$ cat src/logic/irq_priority_defs.svh
// Register offsets, reset values and field positions of the priority bank
`ifndef IRQ_PRIORITY_DEFS_SVH
`define IRQ_PRIORITY_DEFS_SVH

`define ADDR_PRIORITY_1     4'h0
`define ADDR_PRIORITY_2     4'h1
`define ADDR_PRIORITY_3     4'h2
`define ADDR_PRIORITY_4     4'h3
`define ADDR_CAN_PRIORITY   4'h4
`define ADDR_RESET_CAUSE    4'h5
`define ADDR_PERIPH_ENABLE  4'h6
`define ADDR_IRQ_STATUS     4'h7
`define ADDR_IRQ_MASK       4'h8
`define ADDR_CAN_MODE       4'h9

`define NUM_PRIORITY_REGS   5
`define PRIORITY_RESET      8'hFF
`define MASK_PRIORITY_1     8'hFF
`define MASK_PRIORITY_2     8'h8F
`define MASK_PRIORITY_3     8'h3E
`define MASK_PRIORITY_4     8'hF7
`define MASK_CAN_PRIORITY   8'hFF

`define RESET_CAUSE_RESET   8'h7C
`define RESET_CAUSE_WMASK   8'hF3
`define BIT_LEVELS_ENABLE   7
`define BIT_CONFIG_MISMATCH 5

`define STAT_HIGH_REQ       0
`define STAT_LOW_REQ        1
`define STAT_MISMATCH       2
`define STATUS_WIDTH        3

`endif

$ cat src/logic/irq_priority_pkg.sv
// Types shared by the priority bank
package irq_priority_pkg;
    typedef enum logic [1:0] {
        CAN_MODE_LEGACY   = 2'b00,
        CAN_MODE_ENHANCED = 2'b01,
        CAN_MODE_FIFO     = 2'b10,
        CAN_MODE_RSVD     = 2'b11
    } can_mode_type;
endpackage

$ cat src/logic/priority_router.sv
// Routes one source's request to the high or low priority output
`timescale 1ns/1ps
module priority_router (
    input  wire logic pending,
    input  wire logic enabled,
    input  wire logic priority_bit,
    input  wire logic levels_on,
    input  wire logic global_enable,
    output logic      high_req,
    output logic      low_req
);
    logic active;
    assign active   = pending & enabled;
    assign high_req = active & (levels_on ? priority_bit : global_enable);
    assign low_req  = active & levels_on & ~priority_bit;
endmodule

$ cat src/logic/peripheral_irq_priority_regs.sv
// Peripheral interrupt priority register bank with reset-cause register
//
// Behaviour
// - Priority bit one selects high level, zero selects low level.
// - Priority bits act only while the levels-enable bit 7 is set.
// - Levels-enable one gives two levels; zero gives single-level mode.
// - Unimplemented priority bits ignore writes and read as zero.
// - CAN bit 0: buffer 0 in mode 0, absent in mode 1, FIFO in 2.
// - CAN bit 1: buffer 1 in mode 0, programmable buffers in 1 and 2.
// - Mismatch reset clears mismatch flag; software sets it back to one.
// - Reset control register holds cause of last reset or wake-up.
// - One priority bit per source, mirroring flag and enable registers.
// - Levels off: peripheral interrupt needs the global enable bit too.
`timescale 1ns/1ps
`include "irq_priority_defs.svh"
module peripheral_irq_priority_regs
    import irq_priority_pkg::*;
(
    input  wire logic        clk,
    input  wire logic        rst_b,
    input  wire logic [3:0]  addr,
    input  wire logic [7:0]  wdata,
    input  wire logic        wr,
    input  wire logic        rd,
    output logic      [7:0]  rdata,
    input  wire logic [39:0] irq_flags,
    input  wire logic [39:0] irq_enables,
    input  wire logic        config_mismatch_event,
    input  wire logic        reset_instruction_event,
    input  wire logic        watchdog_timeout_event,
    input  wire logic        sleep_entry_event,
    input  wire logic        power_on_event,
    input  wire logic        brownout_event,
    output logic             high_irq,
    output logic             low_irq,
    output logic             irq,
    output logic [1:0]       can_mode
);
    localparam logic [7:0] IMPL_MASK [`NUM_PRIORITY_REGS] = '{
        `MASK_PRIORITY_1, `MASK_PRIORITY_2, `MASK_PRIORITY_3,
        `MASK_PRIORITY_4, `MASK_CAN_PRIORITY};

    logic [7:0]  priority_reg [`NUM_PRIORITY_REGS];
    logic [7:0]  reset_cause_control;
    logic        peripheral_irq_global_enable;
    logic [`STATUS_WIDTH-1:0] irq_status;
    logic [`STATUS_WIDTH-1:0] irq_mask;
    can_mode_type             mode;
    logic [39:0] prio_vec;
    logic [39:0] eff_prio;
    logic [39:0] src_high;
    logic [39:0] src_low;
    logic        levels_on;
    logic        any_high;
    logic        any_low;
    logic [7:0]  next_rdata;
    logic [`STATUS_WIDTH-1:0] events;
    logic        mismatch_seen;

    assign levels_on = reset_cause_control[`BIT_LEVELS_ENABLE];
    assign can_mode  = mode;

    // Priority registers, one per group of eight sources
    genvar g;
    generate
        for (g = 0; g < `NUM_PRIORITY_REGS; g++) begin : gen_prio
            always_ff @(posedge clk) begin
                if (!rst_b) begin
                    priority_reg[g] <= `PRIORITY_RESET & IMPL_MASK[g];
                end else if (wr && addr == 4'(g)) begin
                    priority_reg[g] <= wdata & IMPL_MASK[g];
                end
            end
            assign prio_vec[g*8 +: 8] = priority_reg[g];
        end
    endgenerate

    // CAN bit 0 is absent in mode 1; bit 1 passes through unchanged in all modes
    always_comb begin
        eff_prio = prio_vec;
        if (mode == CAN_MODE_ENHANCED) begin
            eff_prio[32] = 1'b0;
        end
    end

    // Per-source routing onto the two request levels
    generate
        for (g = 0; g < 40; g++) begin : gen_route
            priority_router u_router (
                .pending       (irq_flags[g]),
                .enabled       (irq_enables[g]),
                .priority_bit  (eff_prio[g]),
                .levels_on     (levels_on),
                .global_enable (peripheral_irq_global_enable),
                .high_req      (src_high[g]),
                .low_req       (src_low[g])
            );
        end
    endgenerate

    assign any_high = |src_high;
    assign any_low  = |src_low;
    assign high_irq = any_high;
    assign low_irq  = any_low;

    // Reset-cause register; hardware events win over software writes
    always_ff @(posedge clk) begin
        if (!rst_b) begin
            reset_cause_control <= `RESET_CAUSE_RESET;
        end else begin
            if (wr && addr == `ADDR_RESET_CAUSE) begin
                reset_cause_control <=
                    (reset_cause_control & ~`RESET_CAUSE_WMASK) |
                    (wdata & `RESET_CAUSE_WMASK);
            end
            if (config_mismatch_event) begin
                reset_cause_control[`BIT_CONFIG_MISMATCH] <= 1'b0;
            end
            if (reset_instruction_event) begin
                reset_cause_control[4] <= 1'b0;
            end
            if (watchdog_timeout_event) begin
                reset_cause_control[3] <= 1'b0;
            end
            if (sleep_entry_event) begin
                reset_cause_control[2] <= 1'b0;
            end
            if (power_on_event) begin
                reset_cause_control[1] <= 1'b0;
            end
            if (brownout_event) begin
                reset_cause_control[0] <= 1'b0;
            end
        end
    end

    always_ff @(posedge clk) begin
        if (!rst_b) begin
            peripheral_irq_global_enable <= 1'b0;
        end else if (wr && addr == `ADDR_PERIPH_ENABLE) begin
            peripheral_irq_global_enable <= wdata[0];
        end
    end

    always_ff @(posedge clk) begin
        if (!rst_b) begin
            mode <= CAN_MODE_LEGACY;
        end else if (wr && addr == `ADDR_CAN_MODE) begin
            mode <= can_mode_type'(wdata[1:0]);
        end
    end

    always_ff @(posedge clk) begin
        if (!rst_b) begin
            irq_mask <= '0;
        end else if (wr && addr == `ADDR_IRQ_MASK) begin
            irq_mask <= wdata[`STATUS_WIDTH-1:0];
        end
    end

    // Sticky status: read clears, a new event in the same cycle survives
    assign mismatch_seen = config_mismatch_event;
    always_comb begin
        events = '0;
        events[`STAT_HIGH_REQ] = any_high;
        events[`STAT_LOW_REQ]  = any_low;
        events[`STAT_MISMATCH] = mismatch_seen;
    end

    always_ff @(posedge clk) begin
        if (!rst_b) begin
            irq_status <= '0;
        end else if (rd && addr == `ADDR_IRQ_STATUS) begin
            irq_status <= events;
        end else begin
            irq_status <= irq_status | events;
        end
    end

    assign irq = |(irq_status & irq_mask);

    always_comb begin
        case (addr)
            `ADDR_PRIORITY_1:    next_rdata = priority_reg[0];
            `ADDR_PRIORITY_2:    next_rdata = priority_reg[1];
            `ADDR_PRIORITY_3:    next_rdata = priority_reg[2];
            `ADDR_PRIORITY_4:    next_rdata = priority_reg[3];
            `ADDR_CAN_PRIORITY:  next_rdata = eff_prio[39:32];
            `ADDR_RESET_CAUSE:   next_rdata = reset_cause_control;
            `ADDR_PERIPH_ENABLE:
                next_rdata = {7'h00, peripheral_irq_global_enable};
            `ADDR_IRQ_STATUS:    next_rdata = {5'h00, irq_status};
            `ADDR_IRQ_MASK:      next_rdata = {5'h00, irq_mask};
            `ADDR_CAN_MODE:      next_rdata = {6'h00, mode};
            default:             next_rdata = 8'h00;
        endcase
    end

    always_ff @(posedge clk) begin
        if (!rst_b) begin
            rdata <= 8'h00;
        end else if (rd) begin
            rdata <= next_rdata;
        end else begin
            rdata <= 8'h00;
        end
    end
endmodule

$ cat config.mk
export PLATFORM = sky130hd
export DESIGN_NAME = peripheral_irq_priority_regs
export DESIGN_NICKNAME = d
export VERILOG_FILES = /design/src/logic/irq_priority_pkg.sv /design/src/logic/priority_router.sv /design/src/logic/peripheral_irq_priority_regs.sv
export VERILOG_INCLUDE_DIRS = /design/src /design/src/logic
export SDC_FILE = /design/constraint.sdc
export NUM_CORES = 1
export LEC_CHECK = 0
export BUFFER_PORTS_ARGS = -buffer_cell sky130_fd_sc_hd__buf_2
export CAP_MARGIN = 20
export CORE_UTILIZATION = 45
export DETAILED_ROUTE_END_ITERATION = 6
export PLACE_DENSITY = 0.81
export SKIP_CTS_REPAIR_TIMING = 1
export SLEW_MARGIN = 0
export SYNTH_ARGS = -nofsm -noshare
export SYNTH_HDL_FRONTEND = slang
export SYNTH_SLANG_ARGS = --single-unit
$ cat constraint.sdc
create_clock -name clk -period 1.67 [get_ports clk]
set_input_delay 0.2505 -clock clk [delete_from_list [all_inputs] [get_ports clk]]
set_output_delay 0.2505 -clock clk [all_outputs]
set_load 0.01 [all_outputs]
# Word level (Yosys, flattened, before mapping)
# Memories as Yosys holds them, arrays and structs flattened.
# Index checks and enable logic that the tools add are counted.
# word_totals
input_bits	102
regBits	25
mem_bits_rw	40
mem_count	1
# memory_table
name	depth	word_bits	rd	rd_clocked_by_memory_dff	wr	line_no	rtl
priority_reg	5	8	5	0	5	peripheral_irq_priority_regs.sv:43	logic [7:0] priority_reg [`NUM_PRIORITY_REGS];
# op_classes
muxes	69
reduce_logical	21
n_eq_ne	10
n_bitwise	209
# ops
operator	n
AND 1 bit	160
one-hot mux 8 bit (10 select lines)	1
OR reduction 40 bit	2
two-way mux 1 bit	61
NOT 1 bit	41
two-way mux 8 bit	5
equality test 4 x 3 -> 1 bit (second input constant)	4
logical AND 1 bit	10
equality test 4 x 2 -> 1 bit (second input constant)	2
equality test 4 bit (second input constant)	2
OR 4 x 8 -> 8 bit	1
nonzero test 2 bit	4
two-way mux 6 bit	1
OR 1 bit	5
equality test 4 x 1 -> 1 bit (second input constant)	1
logical NOT 4 bit	1
OR reduction 2 bit	2
AND 3 bit	1
two-way mux 3 bit	1
OR 3 bit	1
OR reduction 3 bit	1
equality test 2 x 1 -> 1 bit (second input constant)	1
AND reduction 2 bit	1

# Longest topological paths before layout
# Gate-level depths: netlist (run 1).
# depth
depth_word	7
mapped_depth	9
depth_no_buf	6

# By module
# A second synthesis (run 1) with hierarchy kept.
# unflattened
cells_unflattened	419
area_unflattened_um2	4021.4
# modules_own_cells
mod	area_per_inst_um2	n_inst	cells_each	seq_area_each_um2
peripheral_irq_priority_regs	2820.2	1	259	1491.4
priority_router	30.0	40	4	0.0

# Worst setup path after synthesis (run 1)
# OpenSTA, ideal clock, no wires.
# synth_path
path_type	register to output
startpoint	reg reset_cause_control[7]
endpoint	out high_irq
arrival_time_ns	1.433
path_slack_ns	-0.014
path_stages_with_launch	10
n_path_buf	3
cell_sequence	dfxtp_1 -> buf_2 -> nand2b_1 -> clkbuf_2 -> buf_4 -> a21oi_1 -> nor4_1 -> o2111ai_1 -> nor2_1 -> nand3_1
# synth_between
elab_chain_len	3
# synth_lines
item	line_no	rtl
start: declaration	peripheral_irq_priority_regs.sv:44	logic [7:0] reset_cause_control;
start signal: assignment	peripheral_irq_priority_regs.sv:109	reset_cause_control <= `RESET_CAUSE_RESET;
start signal: assignment	peripheral_irq_priority_regs.sv:112	reset_cause_control <=
two-way mux 1 bit	priority_router.sv:14	assign high_req = active & (levels_on ? priority_bit : global_enable);
AND 1 bit	priority_router.sv:14	
OR reduction 40 bit (*)	peripheral_irq_priority_regs.sv:101	assign any_high = |src_high;
end: declaration	peripheral_irq_priority_regs.sv:34	output logic high_irq,
# Mark *: on every way between the ends. The rest lies on a longest branch, timed or not.

# Worst setup path in the final report (run 1)
# Ends and elaborated chain as after synthesis.

==> run metrics, run 1 <==
ys flop type edfxtp_1; PortBufs approximately 110; Worst Path Required roughly 1400 ps; remaining antenna violation count 0; overall routing resource usage 34.9%; Synth Area per Inst a little under 9 um^2; P_leak 0.00211 uW; routed len/inst roughly 20 um; number of remaining DRC errors 12; Area Overhead vs Synth 48.1%; Crit Path Class flop to output pin; share of cells above drive strength 1 41.4%; largest family of logic cells by synthesized area simple AND/OR/NAND/NOR gates; core box area 6870 um^2; antenna violations before repair 0; RSZ-0062 raised after global routing yes; CP max stage cell dfxtp_4; Pre-antenna DRT Iters 7; Vias per Instance 5.92; FP Rows 30; combinational share of power between 10% and 20%; nets 660; first-pass GRT wire length ~19000 um; dominant cell type by area after synthesis edfxtp_1; IR Drop Worst-Case VDD roughly 0.66 mV; setup tns final -808 ps; Yosys cell types ~40; Cell Count, Final, Fillers Out 659; launching element type of the critical path flop; Period Utilization, post-route 127%; number of synthesized flops with an enable pin 33; Sw Pwr a little under 1000 uW; Hold Vio Cnt, Final 0; initial core utilization approximately 47%; Pins Over Slew Limit 0; final clock skew a little under 7 ps; area share of the largest cell type after synthesis a little over 30%; Die Height 86.9 um; mux contribution to synthesized area under 10%; FF+latch count, synth 58; Crit path largest cell delay between 300 and 400 ps; Routed met1 length 4930 um; clock power share between 30% and 40%; max cap viols 0; Compound-Gate Fraction of Synth Area 16.9%; number of DRC markers in iteration 0 about 350; synthesized net count between 400 and 500; Clk Latency, worst-skew pair around 340 ps; Post-synth top cells nand2_1, edfxtp_1, nand3_1; RePlAce Congestion approximately 0.95; crit path cell chain nand2b_4, a21oi_2, nor4_2, o2111ai_1, nor2_2, nand3_1, buf_2; clock root buffer clkbuf_8; sequential share of the synthesized area 46.0%; CP top delay family simple AND/OR/NAND/NOR gates; Cell Area, Synth between 3000 and 4000 um^2; WP data arrival 1870 ps; Tmin final 2120 ps; Synth Area in Adders 0%; Clk pin slew, worst setup/hold paths ~70 ps; most frequent cell after synthesis nand2_1; largest net degree at the start of global routing 20; XOR/XNOR share of the synthesized area 0%; clk sink count between 50 and 60; Worst slew margin a little over two thirds; Setup Viol. Count Final 2; Overflow after GRT 0; uppermost layer routed met4; cts bufs inserted 9; CTS tree built; async set-reset flop share out of synthesis 0%; failing checks design-rule violations, negative setup slack; total I/O pin count roughly 120; met2 wire len around 6200 um; PwrDens approximately 780 nW/um^2; Post-Synthesis Cells roughly 370; measured slew at the worst slew-check pin approximately 440 ps; die area around 7600 um^2; vias in the first global route 3626; clock buffer depth 2; Sequential Power Share between 40% and 50%; internal power between 2000 and 3000 uW; switch share between 20% and 30%; worst-path fanout max 7; Worst setup EP type output pin; via count between 3000 and 4000; ranking of synthesized cells by area edfxtp_1, dfxtp_1, nand2_1; met3 WL between 1000 and 1500 um; dpl hpwl between 10000 and 15000 um; min setup slack post-route -450 ps; simple-gate share of the synthesized area a little under a third; FILL cells roughly 570; Post-Place Cells around 640; min-delay worst type primary input to flop; status complete, but fails checks; Routed WL approximately 13000 um; Die Wd approximately 87 um; n_diodes 0; max reg flops 33; WP buf/inv 1; f_max 472 MHz; CTS H-Tree Depth 3; Syn. warnings 0
[cell usage in the layout (no fill, tap or decap), types with 4 or more instances in the layout]
cell type	netlist	routed
nand2_1	69	68
clkbuf_8	0	9
and2_1	4	4
a222oi_1	7	7
dfxtp_1	25	24
a21oi_1	22	19
mux2i_1	12	12
buf_2	2	114
nand3_1	30	30
and3_1	9	9
buf_6	1	4
nor2b_1	7	7
nand2b_1	29	28
nor2_1	22	20
edfxtp_1	33	33
buf_4	1	68
inv_1	5	5
o21ai_0	12	11
or2_2	5	5
a22oi_1	12	12
nand4_1	11	11
o22ai_1	13	10
[power groups by stage]
| stage | clock network (uW) | logic, uW | registers (uW) |
|---|---|---|---|
| global placement | 0 | 558 | 1680 |
| finish | 1450 | 613 | 1650 |
| floorplan | 0 | 220 | 1650 |
| CTS | 1460 | 570 | 1650 |
| global route | 1510 | 654 | 1660 |
| detailed placement | 0 | 565 | 1680 |
[logic make-up after synthesis]
group | Yosys count
AO/OA/AOI/OAI | 83
AND/OR/NAND/NOR | 199
flip-flops | 58
multiplexers | 13
buffers and inverters | 19
[per-layer routing]
metal,vias up,global-route usage (%)
met3,57,6.35
met2,292,58.4
met4,0,18.5
met5,-,0
li1,1760,-
met1,1790,42.8
[through the flow]
step                setup WS, ps  utilization (%)  cell area (um^2)  hold slack [ps]  total power [uW]
floorplan                   4.72                -              3250              327              1870
global placement            -188             63.8              4380              413              2230
detailed placement          -183             63.8              4380              427              2240
CTS                         -546             67.1              4610             53.6              3670
global route                -575             69.9              4800             52.3              3820
finish                      -450             69.9              4800             64.0              3720
[area by class of cell]
cell class | count | area [um^2] | area share [%]
Multi-Input combinational cell | 296 | 1770 | 36.9
Sequential cell | 58 | 1500 | 31.1
Timing Repair Buffer | 188 | 1170 | 24.3
Clock buffer | 11 | 174 | 3.62
Tap cell | 96 | 120 | 2.50
Clock inverter | 5 | 55.1 | 1.15
Inverter | 5 | 18.8 | 0.391
[final timing paths]
kind | slack, ps | from | to | cells after the start
worst min register to register | 490 | reset_cause_control[3] | reset_cause_control[3] | 2
worst max register to register | 30 | reset_cause_control[7] | irq_status[0] | 7
worst max-delay path | -450 | reset_cause_control[7] | high_irq | 7
worst min-delay path | 60 | brownout_event | reset_cause_control[0] | 2
Note: power is estimated with default switching activity, not from simulation.
==> run 2: changes to the inputs <==
--- a/config.mk
+++ b/config.mk
@@ -8,11 +8,13 @@
 export LEC_CHECK = 0
 export BUFFER_PORTS_ARGS = -buffer_cell sky130_fd_sc_hd__buf_2
 export CAP_MARGIN = 20
-export CORE_UTILIZATION = 45
+export CORE_UTILIZATION = 53
 export DETAILED_ROUTE_END_ITERATION = 6
-export PLACE_DENSITY = 0.81
+export PLACE_DENSITY = 0.86
 export SKIP_CTS_REPAIR_TIMING = 1
+export SKIP_LAST_GASP = 1
 export SLEW_MARGIN = 0
 export SYNTH_ARGS = -nofsm -noshare
 export SYNTH_HDL_FRONTEND = slang
+export SYNTH_HIERARCHICAL = 1
 export SYNTH_SLANG_ARGS = --single-unit
==> constraint.sdc (replaced) <==
create_clock -name clk -period 2 [get_ports clk]
set_input_delay 0.3 -clock clk [delete_from_list [all_inputs] [get_ports clk]]
set_output_delay 0.3 -clock clk [all_outputs]
set_load 0.01 [all_outputs]
==> run 2 against run 1 <==
Effect of this change:
- the flow still finishes with violations (design-rule violations, negative setup slack)
- clock-buffer cell count decreased by 1
- hold slack improved by 41 ps
- global-route usage is 2.5 points lower
- combinational power shrank 17%
- utilization increased by 5.1 points
- critical path depth unchanged
- setup slack worse by 280 ps
- routed wire length increased by 4.1%
- largest cell class unchanged
- highest routed layer unchanged
==> run metrics, run 2 <==
RePlAce Congestion between 0.9 and 1; core box area 7290 um^2; cts bufs inserted 9; R2R setup slack -190 ps; area share of the largest cell type after synthesis roughly 25%; final clock skew around 15 ps; die area 7940 um^2; RSZ-0062 raised after global routing yes; HP Start power_on_event; Reg-to-Reg Start reset_cause_control[7]; worst hold stages 2; Area Overhead vs Synth 36.1%; Clk pin slew, worst setup/hold paths 70 ps; commonest non-fill, non-tap cell in the layout buf_2; ys flop type edfxtp_1; vias in the first global route 3772; antenna violations before repair 0; overall routing resource usage between 30% and 40%; share of cells above drive strength 1 a little over two fifths; Worst R2R Path Depth 8; Vias per Instance approximately 6.0; Period Utilization, post-route 137%; commonest cells after routing, fill and taps aside buf_2, mux2i_1, nand2_1; Worst Path Required 1700 ps; Pre-antenna DRT Iters 7; IR Drop Worst-Case VDD about 0.47 mV; Post-Synthesis Cells 419; setup tns final -1550 ps; worst r2r dst irq_status[0]; number of remaining DRC errors 2; clk sink count just under 60; async set-reset flop share out of synthesis 0%; min-delay worst type primary input to flop; initial core utilization a little under three fifths; CP top delay family simple AND/OR/NAND/NOR gates; min setup slack post-route -730 ps; number of DRC markers in iteration 0 roughly 340; Routed WL approximately 14000 um; n_diodes 0; Syn. warnings 6; PwrDens roughly 560 nW/um^2; clock buffer depth 2; Post-synth top cells mux2i_1, nand2_1, nor2_1; sequential share of the synthesized area 37.1%; WP buf/inv 2; final core occ around three quarters; Crit Path Class flop to output pin; dpl hpwl 9480 um; Hold Vio Cnt, Final 0; Die Wd slightly below 90 um; Overflow after GRT 0; Cell Area, Synth roughly 4000 um^2; PortBufs 114; worst hold slack 105 ps; Worst setup EP type output pin; P_leak about 0.0021 uW; FF+latch count, synth between 50 and 60; worst-path fanout max 20; total power between 3000 and 4000 uW; Die Height between 80 and 90 um; CP max stage cell dfxtp_4; CTS tree built; Setup Viol. Count Final 4; pre-CTS WS -204 ps; max cap viols 0; launching element type of the critical path flop; ranking of synthesized cells by area edfxtp_1, mux2i_1, dfxtp_1; largest net degree at the start of global routing 41; routed len/inst just under 20 um; total I/O pin count roughly 120; max reg flops 33; most frequent cell after synthesis mux2i_1; nets about 700; hold path endpoint reset_cause_control[1]; FP Rows 31; clock root buffer clkbuf_8; CTS H-Tree Depth 3; dominant cell type by area after synthesis edfxtp_1; number of synthesized flops with an enable pin 33; Clk Latency, worst-skew pair ~350 ps; WP data arrival about 2400 ps; Pins Over Slew Limit 0; first-pass GRT wire length between 15000 and 20000 um; Crit path largest cell delay ~450 ps; Yosys cell types 49; remaining antenna violation count 0; via count between 4000 and 5000; f_max about 370 MHz; status complete, but fails checks; crit path cell chain buf_12, mux2i_1, nor2_1, nor4_1, nand4_1, or3_4, buf_2; Tmin final between 2000 and 3000 ps; Synth Area per Inst 9.60 um^2; failing checks design-rule violations, negative setup slack
## run 2: cell types whose count changed after synthesis, moves of 13 or more
cell	before	now
mux2i_1	12	57
nor2_1	22	44
or2_2	5	18
nand2b_1	29	15
nand3_1	30	15
nor4_1	4	20
nor3b_2	0	40
o22ai_1	13	0
nand2_1	69	52
a21oi_1	22	7
## run 2: kinds of logic (layout without fill, tap and decap cells)
logic type | after synthesis | after routing | synth area share (%)
buf+inv | 18 | 186 | 2.05
mux | 63 | 63 | 15.9
simple gates | 240 | 240 | 38.0
other cells | 1 | 14 | 0.0933
flops | 58 | 58 | 37.1
compound gates | 39 | 39 | 6.94
## run 2: report_power, final
group	internal (uW)	switching, uW
Combinational	236	270
Clock	693	477
Sequential	1320	59.5
## run 2: layout make-up
type / instances / area (um^2)
Clock buffer: 10 / 128
Clock inverter: 6 / 81.3
Fill cell: 505 / 1820
Inverter: 6 / 22.5
Multi-Input combinational cell: 356 / 2580
Sequential cell: 58 / 1500
Tap cell: 99 / 124
Timing Repair Buffer: 164 / 1040
## run 2: per-layer routing
layer	GRT usage, %	vias up	share of wire [%]
li1	-	1882	-
met1	40.7	1910	38
met2	53.5	325	47
met3	7.76	68	11
met4	13.4	0	3.9
met5	0	-	0
## run 2: worst max-delay path by stage
stage	from	endpoint	slack [ps]	cells after the start
after floorplan	reset_cause_control[7]	high_irq	-200	5
after global placement	reset_cause_control[7]	high_irq	-220	7
after detailed placement	reset_cause_control[7]	high_irq	-200	7
after CTS	reset_cause_control[7]	high_irq	-590	7
after global routing	reset_cause_control[7]	high_irq	-810	7
final	reset_cause_control[7]	high_irq	-730	7
## run 2: through the flow
stage | cells | cell area [um^2]
floorplan | 432 | 4080
global placement | 675 | 5070
detailed placement | 675 | 5070
CTS | 691 | 5280
global route | 699 | 5470
finish | 699 | 5470
## run 2: worst reg2reg max path, stage by stage, from the launching register on
cell,delay [ps]
dfxtp_4,450
buf_12,220
mux2i_1,210
nor2_1,70
nor4_1,370
nand4_1,210
buf_4,180
a2111oi_2,290
nor2b_1,80
